## src/rtl/cmpd_regs.svh

```systemverilog
// Register indices, field positions, reset values of the comparator control block
// Assumes inclusion by the top module and the bench; definitions only
`ifndef CMPD_REGS_SVH
`define CMPD_REGS_SVH
// Register indices; byte address is four times the index
`define CMPD_IDX_MAIN      8'h19
`define CMPD_IDX_SECOND    8'h1A
`define CMPD_IDX_REF       8'h99
`define CMPD_IDX_FLAG      8'h0C
`define CMPD_IDX_ENABLE    8'h8C
`define CMPD_IDX_INTCTL    8'h0B
// Main control fields
`define CMPD_MAIN_OUT_LSB  6
`define CMPD_MAIN_INV_LSB  4
`define CMPD_MAIN_SW_BIT   3
`define CMPD_MAIN_RESET    8'h00
// Second control fields
`define CMPD_SEC_GSS_BIT   1
`define CMPD_SEC_SYNC_BIT  0
`define CMPD_SEC_RESET     2'h2
// Reference control fields
`define CMPD_REF_EN_BIT    7
`define CMPD_REF_RNG_BIT   5
`define CMPD_REF_RESET     8'h00
// Flag and enable fields, interrupt control fields
`define CMPD_FLAG_LSB      3
`define CMPD_INT_GIE_BIT   7
`define CMPD_INT_PERIPHERAL_IRQ_ENABLE_BIT  6
// Mode codes
`define CMPD_MODE_RESET    3'h0
`define CMPD_MODE_PINOUT   3'h6
`define CMPD_MODE_OFF      3'h7
`endif

```

## src/rtl/cmpd_pkg.sv

```systemverilog
// Types of the comparator control block
// Assumes cmpd_regs.svh for all numeric constants
package cmpd_pkg;

  // Register bus request, one cycle per strobe
  typedef struct packed {
    logic       we;
    logic       re;
    logic [9:0] addr;
    logic [7:0] wdata;
  } cmpd_bus_req_t;

  // Entire state of the top module
  typedef struct packed {
    logic [2:0] mode;
    logic       in_sw;
    logic [1:0] inv;
    logic       gss;
    logic       second_output_sync;
    logic       ref_en;
    logic       ref_rng;
    logic [3:0] ref_code;
    logic [1:0] flag;
    logic [1:0] flag_en;
    logic       global_irq_enable;
    logic       peripheral_irq_enable;
    logic [1:0] cmp_s1;
    logic [1:0] cmp_s2;
    logic [1:0] cmp_s3;
    logic [1:0] cmp_res;
    logic [2:0] tclk_s;
    logic       tclk_lvl;
    logic [2:0] gate_s;
    logic       gate_lvl;
    logic       c2_latched;
    logic [1:0] copy;
    logic [3:0] port_s1;
    logic [3:0] port_s2;
    logic [3:0] port_s3;
    logic [3:0] port_rd;
    logic [7:0] rdata;
  } cmpd_state_t;

endpackage : cmpd_pkg

```

## src/rtl/cmpd_top.sv

```systemverilog
// Digital control around a two-channel analog comparator
// Assumes raw comparator results and timer/pin inputs are asynchronous to ref_clk_i
//
// Contract
// - raw result high when plus exceeds minus
// - invert bits flip each reported result
// - output bits are read only
// - routed pins carry unsynchronised results
// - direction bits still enable routed pins
// - gate source select: pin or comparator 2
// - sync bit latches comparator 2 on fall
// - capture uses prescaled timer clock
// - change flags set on result change
// - flags cleared by zero, set by one
// - request needs three enables, flags still set
// - main register access ends mismatch
// - mismatch keeps setting flags after clear
// - change during main access still sets its flag
// - mode field selects eight routing modes
// - enabled comparators wake device from sleep
// - wake leaves control registers unchanged
// - mode 111 and reference off save power
// - reference gives 16 levels per range
// - analog pins read zero on port read
// - reset forces reset mode, reference off
`timescale 1ns/10ps
`include "cmpd_regs.svh"

module cmpd_top (
  // Clock and reset
  input  wire logic                   ref_clk_i,
  input  wire logic                   rst_i,
  // Register bus
  input  wire cmpd_pkg::cmpd_bus_req_t bus_req_i,
  output logic [7:0]                  bus_rdata_o,
  // Comparator raw results and comparator input pins
  input  wire logic [1:0]             cmp_raw_i,
  input  wire logic [3:0]             port_pin_i,
  output logic [3:0]                  port_rd_o,
  // Comparator output pins
  input  wire logic [1:0]             port_dir_i,
  output logic [1:0]                  cmp_pin_o,
  output logic [1:0]                  cmp_pin_oe_n_o,
  // Timer gate
  input  wire logic                   timer_clk_i,
  input  wire logic                   timer_gate_pin_i,
  output logic                        timer_gate_o,
  // Interrupt and sleep
  input  wire logic                   sleep_i,
  output logic                        irq_req_o,
  output logic                        wake_o,
  output logic                        wake_to_vector_o,
  // Reference and mode status
  output logic                        ref_enable_o,
  output logic [6:0]                  ref_level_o,
  output logic [2:0]                  mode_o
);

  ////////////////////////////////////////////////////////////////////////////
  // Helpers

  // Address match against a register index
  function automatic logic addr_hit(input logic [9:0] addr, input logic [7:0] idx);
    addr_hit = (addr == {idx, 2'h0});
  endfunction : addr_hit

  // Reference level in 96ths of supply
  function automatic logic [6:0] ref_level(input logic en, input logic rng,
                                           input logic [3:0] code);
    logic [6:0] c;
    c = {3'h0, code};
    if (!en) begin
      ref_level = 7'h00;
    end else if (rng) begin
      ref_level = 7'(c * 7'h04);
    end else begin
      ref_level = 7'(7'h18 + c * 7'h03);
    end
  endfunction : ref_level

  ////////////////////////////////////////////////////////////////////////////
  // State

  cmpd_pkg::cmpd_state_t st_q;
  cmpd_pkg::cmpd_state_t st_d;

  logic       cmp_on;
  logic [1:0] result;
  logic [1:0] mismatch;
  logic       main_access;
  logic       tclk_fall;
  logic       pin_route;
  logic       pending;

  // Reset images of the control registers, sliced field by field at reset
  localparam logic [7:0] main_reset_img = `CMPD_MAIN_RESET;
  localparam logic [1:0] sec_reset_img  = `CMPD_SEC_RESET;
  localparam logic [7:0] ref_reset_img  = `CMPD_REF_RESET;

  // Derived terms of the current state
  always_comb begin
    cmp_on      = (st_q.mode != `CMPD_MODE_RESET) && (st_q.mode != `CMPD_MODE_OFF);
    result      = cmp_on ? (st_q.cmp_res ^ st_q.inv) : 2'h0;
    mismatch    = result ^ st_q.copy;
    main_access = (bus_req_i.we || bus_req_i.re) &&
                  addr_hit(bus_req_i.addr, `CMPD_IDX_MAIN);
    tclk_fall   = (st_q.tclk_s[1] == st_q.tclk_s[2]) && !st_q.tclk_s[2] &&
                  st_q.tclk_lvl;
    pin_route   = (st_q.mode == `CMPD_MODE_PINOUT);
    pending     = |(st_q.flag & st_q.flag_en) && st_q.peripheral_irq_enable;
  end

  ////////////////////////////////////////////////////////////////////////////
  // Next state

  always_comb begin
    logic [1:0] fl;
    fl   = st_q.flag;
    st_d = st_q;
    // Three-stage synchronisers; a comparator, timer clock or gate change counts once stages two and three agree
    st_d.cmp_s1  = cmp_raw_i;
    st_d.cmp_s2  = st_q.cmp_s1;
    st_d.cmp_s3  = st_q.cmp_s2;
    for (int i = 0; i < 2; i++) begin
      if (st_q.cmp_s2[i] == st_q.cmp_s3[i]) begin
        st_d.cmp_res[i] = st_q.cmp_s3[i];
      end
    end
    st_d.tclk_s  = {st_q.tclk_s[1:0], timer_clk_i};
    if (st_q.tclk_s[1] == st_q.tclk_s[2]) begin
      st_d.tclk_lvl = st_q.tclk_s[2];
    end
    st_d.gate_s  = {st_q.gate_s[1:0], timer_gate_pin_i};
    if (st_q.gate_s[1] == st_q.gate_s[2]) begin
      st_d.gate_lvl = st_q.gate_s[2];
    end
    st_d.port_s1 = port_pin_i;
    st_d.port_s2 = st_q.port_s1;
    st_d.port_s3 = st_q.port_s2;
    // Analog-configured input pins read as zero
    st_d.port_rd = (st_q.mode == `CMPD_MODE_OFF) ? st_q.port_s3 : 4'h0;
    // Comparator 2 capture on the falling prescaled timer clock
    if (tclk_fall) begin
      st_d.c2_latched = result[1];
    end
    // Main register access refreshes the change-detect copy
    if (main_access) begin
      st_d.copy = result;
    end
    // Register writes; output bits are not stored
    if (bus_req_i.we) begin
      if (addr_hit(bus_req_i.addr, `CMPD_IDX_MAIN)) begin
        st_d.inv   = bus_req_i.wdata[`CMPD_MAIN_INV_LSB +: 2];
        st_d.in_sw = bus_req_i.wdata[`CMPD_MAIN_SW_BIT];
        st_d.mode  = bus_req_i.wdata[2:0];
      end
      if (addr_hit(bus_req_i.addr, `CMPD_IDX_SECOND)) begin
        st_d.gss    = bus_req_i.wdata[`CMPD_SEC_GSS_BIT];
        st_d.second_output_sync = bus_req_i.wdata[`CMPD_SEC_SYNC_BIT];
      end
      if (addr_hit(bus_req_i.addr, `CMPD_IDX_REF)) begin
        st_d.ref_en   = bus_req_i.wdata[`CMPD_REF_EN_BIT];
        st_d.ref_rng  = bus_req_i.wdata[`CMPD_REF_RNG_BIT];
        st_d.ref_code = bus_req_i.wdata[3:0];
      end
      if (addr_hit(bus_req_i.addr, `CMPD_IDX_FLAG)) begin
        fl = bus_req_i.wdata[`CMPD_FLAG_LSB +: 2];
      end
      if (addr_hit(bus_req_i.addr, `CMPD_IDX_ENABLE)) begin
        st_d.flag_en = bus_req_i.wdata[`CMPD_FLAG_LSB +: 2];
      end
      if (addr_hit(bus_req_i.addr, `CMPD_IDX_INTCTL)) begin
        st_d.global_irq_enable  = bus_req_i.wdata[`CMPD_INT_GIE_BIT];
        st_d.peripheral_irq_enable = bus_req_i.wdata[`CMPD_INT_PERIPHERAL_IRQ_ENABLE_BIT];
      end
    end
    // Mismatch sets flags every cycle; set wins over a software clear
    // A change during a main read still sets its flag, so no event is lost
    st_d.flag = fl | mismatch;
    // Read data, valid in the cycle after the strobe only
    st_d.rdata = 8'h00;
    if (bus_req_i.re) begin
      if (addr_hit(bus_req_i.addr, `CMPD_IDX_MAIN)) begin
        st_d.rdata = {result, st_q.inv, st_q.in_sw, st_q.mode};
      end else if (addr_hit(bus_req_i.addr, `CMPD_IDX_SECOND)) begin
        st_d.rdata = {6'h00, st_q.gss, st_q.second_output_sync};
      end else if (addr_hit(bus_req_i.addr, `CMPD_IDX_REF)) begin
        st_d.rdata = {st_q.ref_en, 1'h0, st_q.ref_rng, 1'h0, st_q.ref_code};
      end else if (addr_hit(bus_req_i.addr, `CMPD_IDX_FLAG)) begin
        st_d.rdata = {3'h0, st_q.flag, 3'h0};
      end else if (addr_hit(bus_req_i.addr, `CMPD_IDX_ENABLE)) begin
        st_d.rdata = {3'h0, st_q.flag_en, 3'h0};
      end else if (addr_hit(bus_req_i.addr, `CMPD_IDX_INTCTL)) begin
        st_d.rdata = {st_q.global_irq_enable, st_q.peripheral_irq_enable, 6'h00};
      end
    end
  end

  ////////////////////////////////////////////////////////////////////////////
  // State register; sleep never touches control state

  always_ff @(posedge ref_clk_i) begin
    if (rst_i) begin
      st_q          <= '0;
      st_q.mode     <= main_reset_img[2:0];
      st_q.inv      <= main_reset_img[`CMPD_MAIN_INV_LSB +: 2];
      st_q.gss      <= sec_reset_img[`CMPD_SEC_GSS_BIT];
      st_q.second_output_sync   <= sec_reset_img[`CMPD_SEC_SYNC_BIT];
      st_q.ref_en   <= ref_reset_img[`CMPD_REF_EN_BIT];
      st_q.ref_rng  <= ref_reset_img[`CMPD_REF_RNG_BIT];
    end else begin
      st_q <= st_d;
    end
  end

  ////////////////////////////////////////////////////////////////////////////
  // Outputs

  // Pin multiplexer bypasses all synchronisation
  always_comb begin
    cmp_pin_o      = cmp_on ? (cmp_raw_i ^ st_q.inv) : 2'h0;
    cmp_pin_oe_n_o = pin_route ? port_dir_i : 2'h3;
  end

  // Gate, interrupt, wake and register-backed outputs
  always_comb begin
    timer_gate_o     = st_q.gss ? st_q.gate_lvl
                                : (st_q.second_output_sync ? st_q.c2_latched : result[1]);
    irq_req_o        = pending && st_q.global_irq_enable;
    wake_o           = sleep_i && pending && cmp_on;
    wake_to_vector_o = st_q.global_irq_enable;
    ref_enable_o     = st_q.ref_en;
    ref_level_o      = ref_level(st_q.ref_en, st_q.ref_rng, st_q.ref_code);
    mode_o           = st_q.mode;
    bus_rdata_o      = st_q.rdata;
    port_rd_o        = st_q.port_rd;
  end
endmodule : cmpd_top

```

## config.mk

```make
export PLATFORM = sky130hd
export DESIGN_NAME = cmpd_top
export DESIGN_NICKNAME = d
export VERILOG_FILES = /design/src/rtl/cmpd_pkg.sv /design/src/rtl/cmpd_top.sv
export VERILOG_INCLUDE_DIRS = /design/src /design/src/rtl
export SDC_FILE = /design/constraint.sdc
export NUM_CORES = 1
export LEC_CHECK = 0
export ABC_AREA = 1
export ABC_CLOCK_PERIOD_IN_PS = 1600
export BUFFER_PORTS_ARGS = -buffer_cell sky130_fd_sc_hd__buf_4
export CELL_PAD_IN_SITES_DETAIL_PLACEMENT = 0
export CELL_PAD_IN_SITES_GLOBAL_PLACEMENT = 2
export CORE_ASPECT_RATIO = 1.5
export CORE_MARGIN = 2
export CORE_UTILIZATION = 27
export DETAILED_ROUTE_END_ITERATION = 8
export PLACE_DENSITY = 0.81
export SLEW_MARGIN = 20
export SYNTH_ARGS = -nofsm -noshare
export SYNTH_HDL_FRONTEND = slang
export SYNTH_SLANG_ARGS = --single-unit
```

## constraint.sdc

```tcl
create_clock -name ref_clk_i -period 1.6 [get_ports ref_clk_i]
set_input_delay 0 -clock ref_clk_i [delete_from_list [all_inputs] [get_ports ref_clk_i]]
set_output_delay 0 -clock ref_clk_i [all_outputs]
set_load 0.005 [all_outputs]
```

Yosys cells after proc, flatten, opt, wreduce, memory -nomap -nowiden

Index checks and enable logic that the tools add are counted.

Word-level logic and storage cells: 84
Output and inout port bits: 31
Register bits after elaboration: 63
Input port bits: 33

Multiplexer cells: 15
Equal/unequal tests: 13
Add/sub/neg operators: 1
$mul: 1
Bitwise gates (word level): 7
Reductions and logical operators: 19

Operators with widths:

| operator                                             | count |
|---|---|
| 2-to-1 mux 8 bit                                     | 6 |
| equality test 10 bit, second input constant          | 2 |
| equality test 10 x 6 -> 1 bit, second input constant | 2 |
| equality test 10 x 7 -> 1 bit, second input constant | 2 |
| 2-to-1 mux 7 bit                                     | 2 |
| 2-to-1 mux 2 bit                                     | 5 |
| AND reduction 2 bit                                  | 5 |
| logical AND 1 bit                                    | 8 |
| adder 5 x 6 -> 7 bit, first input constant           | 1 |
| equality test 3 bit, second input constant           | 2 |
| multiplier 4 x 2 -> 6 bit, second input constant     | 1 |
| OR reduction 2 bit                                   | 3 |
| bitwise XOR 2 bit                                    | 3 |
| equality test 1 bit                                  | 4 |
| inequality test 3 bit, second input constant         | 1 |
| nonzero test 3 bit                                   | 1 |
| AND 2 bit                                            | 1 |
| 2-to-1 mux 1 bit                                     | 2 |
| NOT 1 bit                                            | 2 |
| bitwise OR 2 bit                                     | 1 |
| zero test 1 bit                                      | 1 |
| logical OR 1 bit                                     | 1 |

Longest topological paths before layout

Word-level depth: 7
Mapped depth: 11

Worst setup path before layout

OpenSTA, ideal clock, no wires.

Path kind: register to output
Start point: register st_q[52] in the netlist's numbering
End point: output ref_level_o[6]
Setup slack: -0.316 ns
Stages on the path, launching flop included: 7
Arrival: 1.916 ns
Data required time: 1.600 ns
Cell sequence: dfxtp_1 > inv_1 > ha_1 > inv_1 > fa_1 > or2_2 > a2111oi_0

Cells in the longest elaborated chain, start to end: 4

Ends and longest elaborated chain:

| what                      | RTL line        | RTL |
|---|---|---|
| start: declaration        | cmpd_top.sv:84  | `cmpd_pkg::cmpd_state_t st_q;` |
| start signal: assignment  | cmpd_top.sv:212 | `st_q <= st_d;` |
| multiplier 4 x 2 -> 6 bit | cmpd_top.sv:77  | `ref_level = 7'(7'h18 + c * 7'h03);` |
| adder 5 x 6 -> 7 bit      | cmpd_top.sv:77  |  |
| 2-to-1 mux 7 bit          | cmpd_top.sv:74  | `end else if (rng) begin` |
| 2-to-1 mux 7 bit          | cmpd_top.sv:72  | `if (!en) begin` |
| end: declaration          | cmpd_top.sv:55  | `output logic [6:0] ref_level_o,` |

No other way between the ends.

Worst setup path in the final report

Start point: register st_q[50] in the netlist's numbering
End point: output ref_level_o[6]

Same word-level chain as after synthesis.

==> flow_summary.yaml <==
clock_network:
  cts-root-buf: "clkbuf_16"
  cts.htree.levels: 3
  cts_buffer_depth: 2
  cts_tree: "done"
  clk_latency_ps: 330
  clkTransAtPathRegs_ps: 60
  cts_buffers: 9
  clkSinkCount: 63
sta:
  maxSlewViolCount: 0
  maxSlewHeadroom: 0.6867
  finalSetupTns_ps: -1721
  hold_ws_ps: 30.86
  fin_crit_ps: 2174
  fin_skew_ps: 6.691
  rsz0062_at_grt: "true"
  setup_violations: 4
  setup_slack_ps: -573.6
  hold_viol_final: 0
  fmaxAchievable_ghz: 0.4601
  max_slew.worst_pin.slew_ps: 468.3
  fin_crit_sh: 1.358
final_layout:
  ff_latch_area_um2: 1274
  syn2layout_area_growth_pct: 42.44
  nets: 548
  fin_area_um2: 4199
  layout.cells.non_filler: 656
  nFillCells: 1141
  final_common_cell: "nor2_1"
  fin_util: 0.3965
  layout-drive-gt1-share: 0.2559
  insertedDiodeCount: 0
  mostFrequentLayoutCells: "85 x nor2_1, 82 x buf_4, 79 x inv_1"
  multi_input_area_um2: 1297
worst_setup_path:
  cp-end-kind: "output pin"
  arrival_ps: 2170
  critical_path_peak_fanout: 4
  r2r_end: "st_q[48]$_SDFF_PP0_"
  endpoint: "ref_level_o[6]"
  r2r_slack_ps: 310
  r2r-start: "st_q[58]$_SDFFE_PP0P_"
  cp_data_required_time_ps: 1600
  r2r_cells: 10
  crit_type: "reg -> out"
  critPathLaunchType: "flip-flop"
  startpoint: "st_q[50]$_SDFFE_PP0P_"
die:
  die_y_um: 132.0
  die_w_um: 89.32
  core_um2: 10590
  rows: 46
  dieArea_um2: 11790
  io_pins: 64
  initial_core_util: 0.2784
logic_synthesis:
  synth_edf_count: 0
  yosys_most_used_dff: "dfxtp_1"
  syn-num-nets: 461
  ys_types: 32
  synthCells: 420
  ys_seq_area_frac: 0.4278
  yosys.area.top_type: "dfxtp_1"
  yosysTopAreaCellShare: 0.4278
  synth_warnings: 0
  avgSynthCellArea_um2: 7.019
  synth-seq-cells: 63
  synthArstFlopShare: 0
  synth_area_um2: 2948
  synthTopCellsByArea: "dfxtp_1 43%, nor2_1 11%, inv_1 10%"
route:
  drcViolationCount: 0
  vias_per_cell: 4.108
  via_count: 2695
  drtAntennaViolNets: 0
  drt_wl_total_um: 7496
  drt_iter0_markers: 115
  route.detailed.wl_per_inst_um: 11.43
  drtPass1Iterations: 4
min_path:
  hp-start: "bus_req_i[18]"
  hp-class: "in -> reg"
power:
  power_density_nw_per_um2: 965.2
  ir_worst_vdd_uv: 532.7
  p_leak_uw: 0.002009
placement:
  dpl.hpwl_um: 5674
  gp_congestion: 0.7856
  port_buffers: 63
  placed_area_um2: 3582
  place_inst: 618
global_routing:
  antenna_found_initial: 0
  grt_pass1_wl_um: 12100
  grt_pass1_vias: 2572
  track_usage: 0.1355
  grt_max_degree: 32
  gr-total-overflow: 0
status:
  violations: "negative setup slack"
  status: "finished with violations"
run:
  maxCapViolCount: 0
[critical path: stages, from the launching register on]
cell       delay, ps
dfxtp_4          360
ha_4             270
ha_4             120
inv_2             40
fa_2             350
or2_4            260
a2111oi_4        280
buf_4            160
[layout make-up]
type,instances,share of cell area
clock buffer,9,0.05364
clock inverter,7,0.02890
inverter,85,0.07747
multi-input combinational,250,0.3090
sequential,63,0.3033
tap,144,0.04291
timing repair buffer,98,0.1847
[stage by stage]
stage	setup WS [ps]	total power, uW
after floorplan	-75.18	1722
after global placement	-265.8	1821
after detailed placement	-298.6	1824
after CTS	-566.3	4107
after global routing	-650.5	4207
final	-573.6	4053
[where the power goes]
part / switching [uW] / internal, uW
sequential: 6.92 / 1590
combinational: 110 / 107
clock: 713 / 1520
total: 830 / 3220
[Yosys cell counts, types with 2 or more instances]
library cell / instances
a211oi_1: 4
a21oi_1: 21
buf_4: 15
clkbuf_1: 6
dfxtp_1: 63
fa_1: 2
ha_1: 6
inv_1: 82
nand2_1: 67
nand2_4: 3
nand3_1: 16
nand4_1: 3
nor2_1: 85
nor2_4: 2
nor3_1: 7
o211ai_1: 2
o21ai_0: 21
[metal layers]
metal,global-route usage,share of wire,up-vias
met5,0,0,-
met3,0.03381,0.038,12
met4,0.05887,0.018,0
li1,-,-,1443
met2,0.2370,0.53,51
met1,0.1501,0.42,1189
[state kept, by name (all words and copies together) (netlist names)]
| register | count |
|---|---|
| bus_rdata_o | 8 |
| st_q | 30 |
| mode_o | 3 |
| ref_enable_o | 1 |
| wake_to_vector_o | 1 |
| st_d | 16 |
| port_rd_o | 4 |
[worst min path at each step]
| stage | end | slack [ps] | cells past startpoint |
|---|---|---|---|
| final | st_q[25]$_SDFFE_PP0P_ | 30 | 4 |
| after CTS | st_q[25]$_SDFFE_PP0P_ | 20 | 4 |
| after global placement | st_d[18]$_SDFF_PP0_ | 200 | 3 |
| after detailed placement | st_d[16]$_SDFF_PP0_ | 210 | 3 |
| after global routing | st_q[24]$_SDFFE_PP0P_ | 40 | 4 |
| after floorplan | st_q[27]$_SDFFE_PP0N_ | 80 | 1 |
[repair_timing]
| item | CTS | global route |
|---|---|---|
| setup buffers | 3 | 3 |
| endpoints found under the setup margin | 7 | 5 |
| pin swaps | 4 | 2 |
| resized for setup | 17 | 2 |
| hold buffers | 16 | 0 |
| endpoints found under the hold margin | 26 | 0 |
[logic make-up (layout without fill, tap and decap cells)]
group / after synthesis / in the layout / share of synthesized area
buf+inv: 107 / 199 / 0.1579
fa+ha+maj: 8 / 8 / 0.03905
simple gates: 188 / 188 / 0.2734
compound gates: 54 / 54 / 0.1019
flops: 63 / 63 / 0.4278
Power figures use the tool's default switching activity.
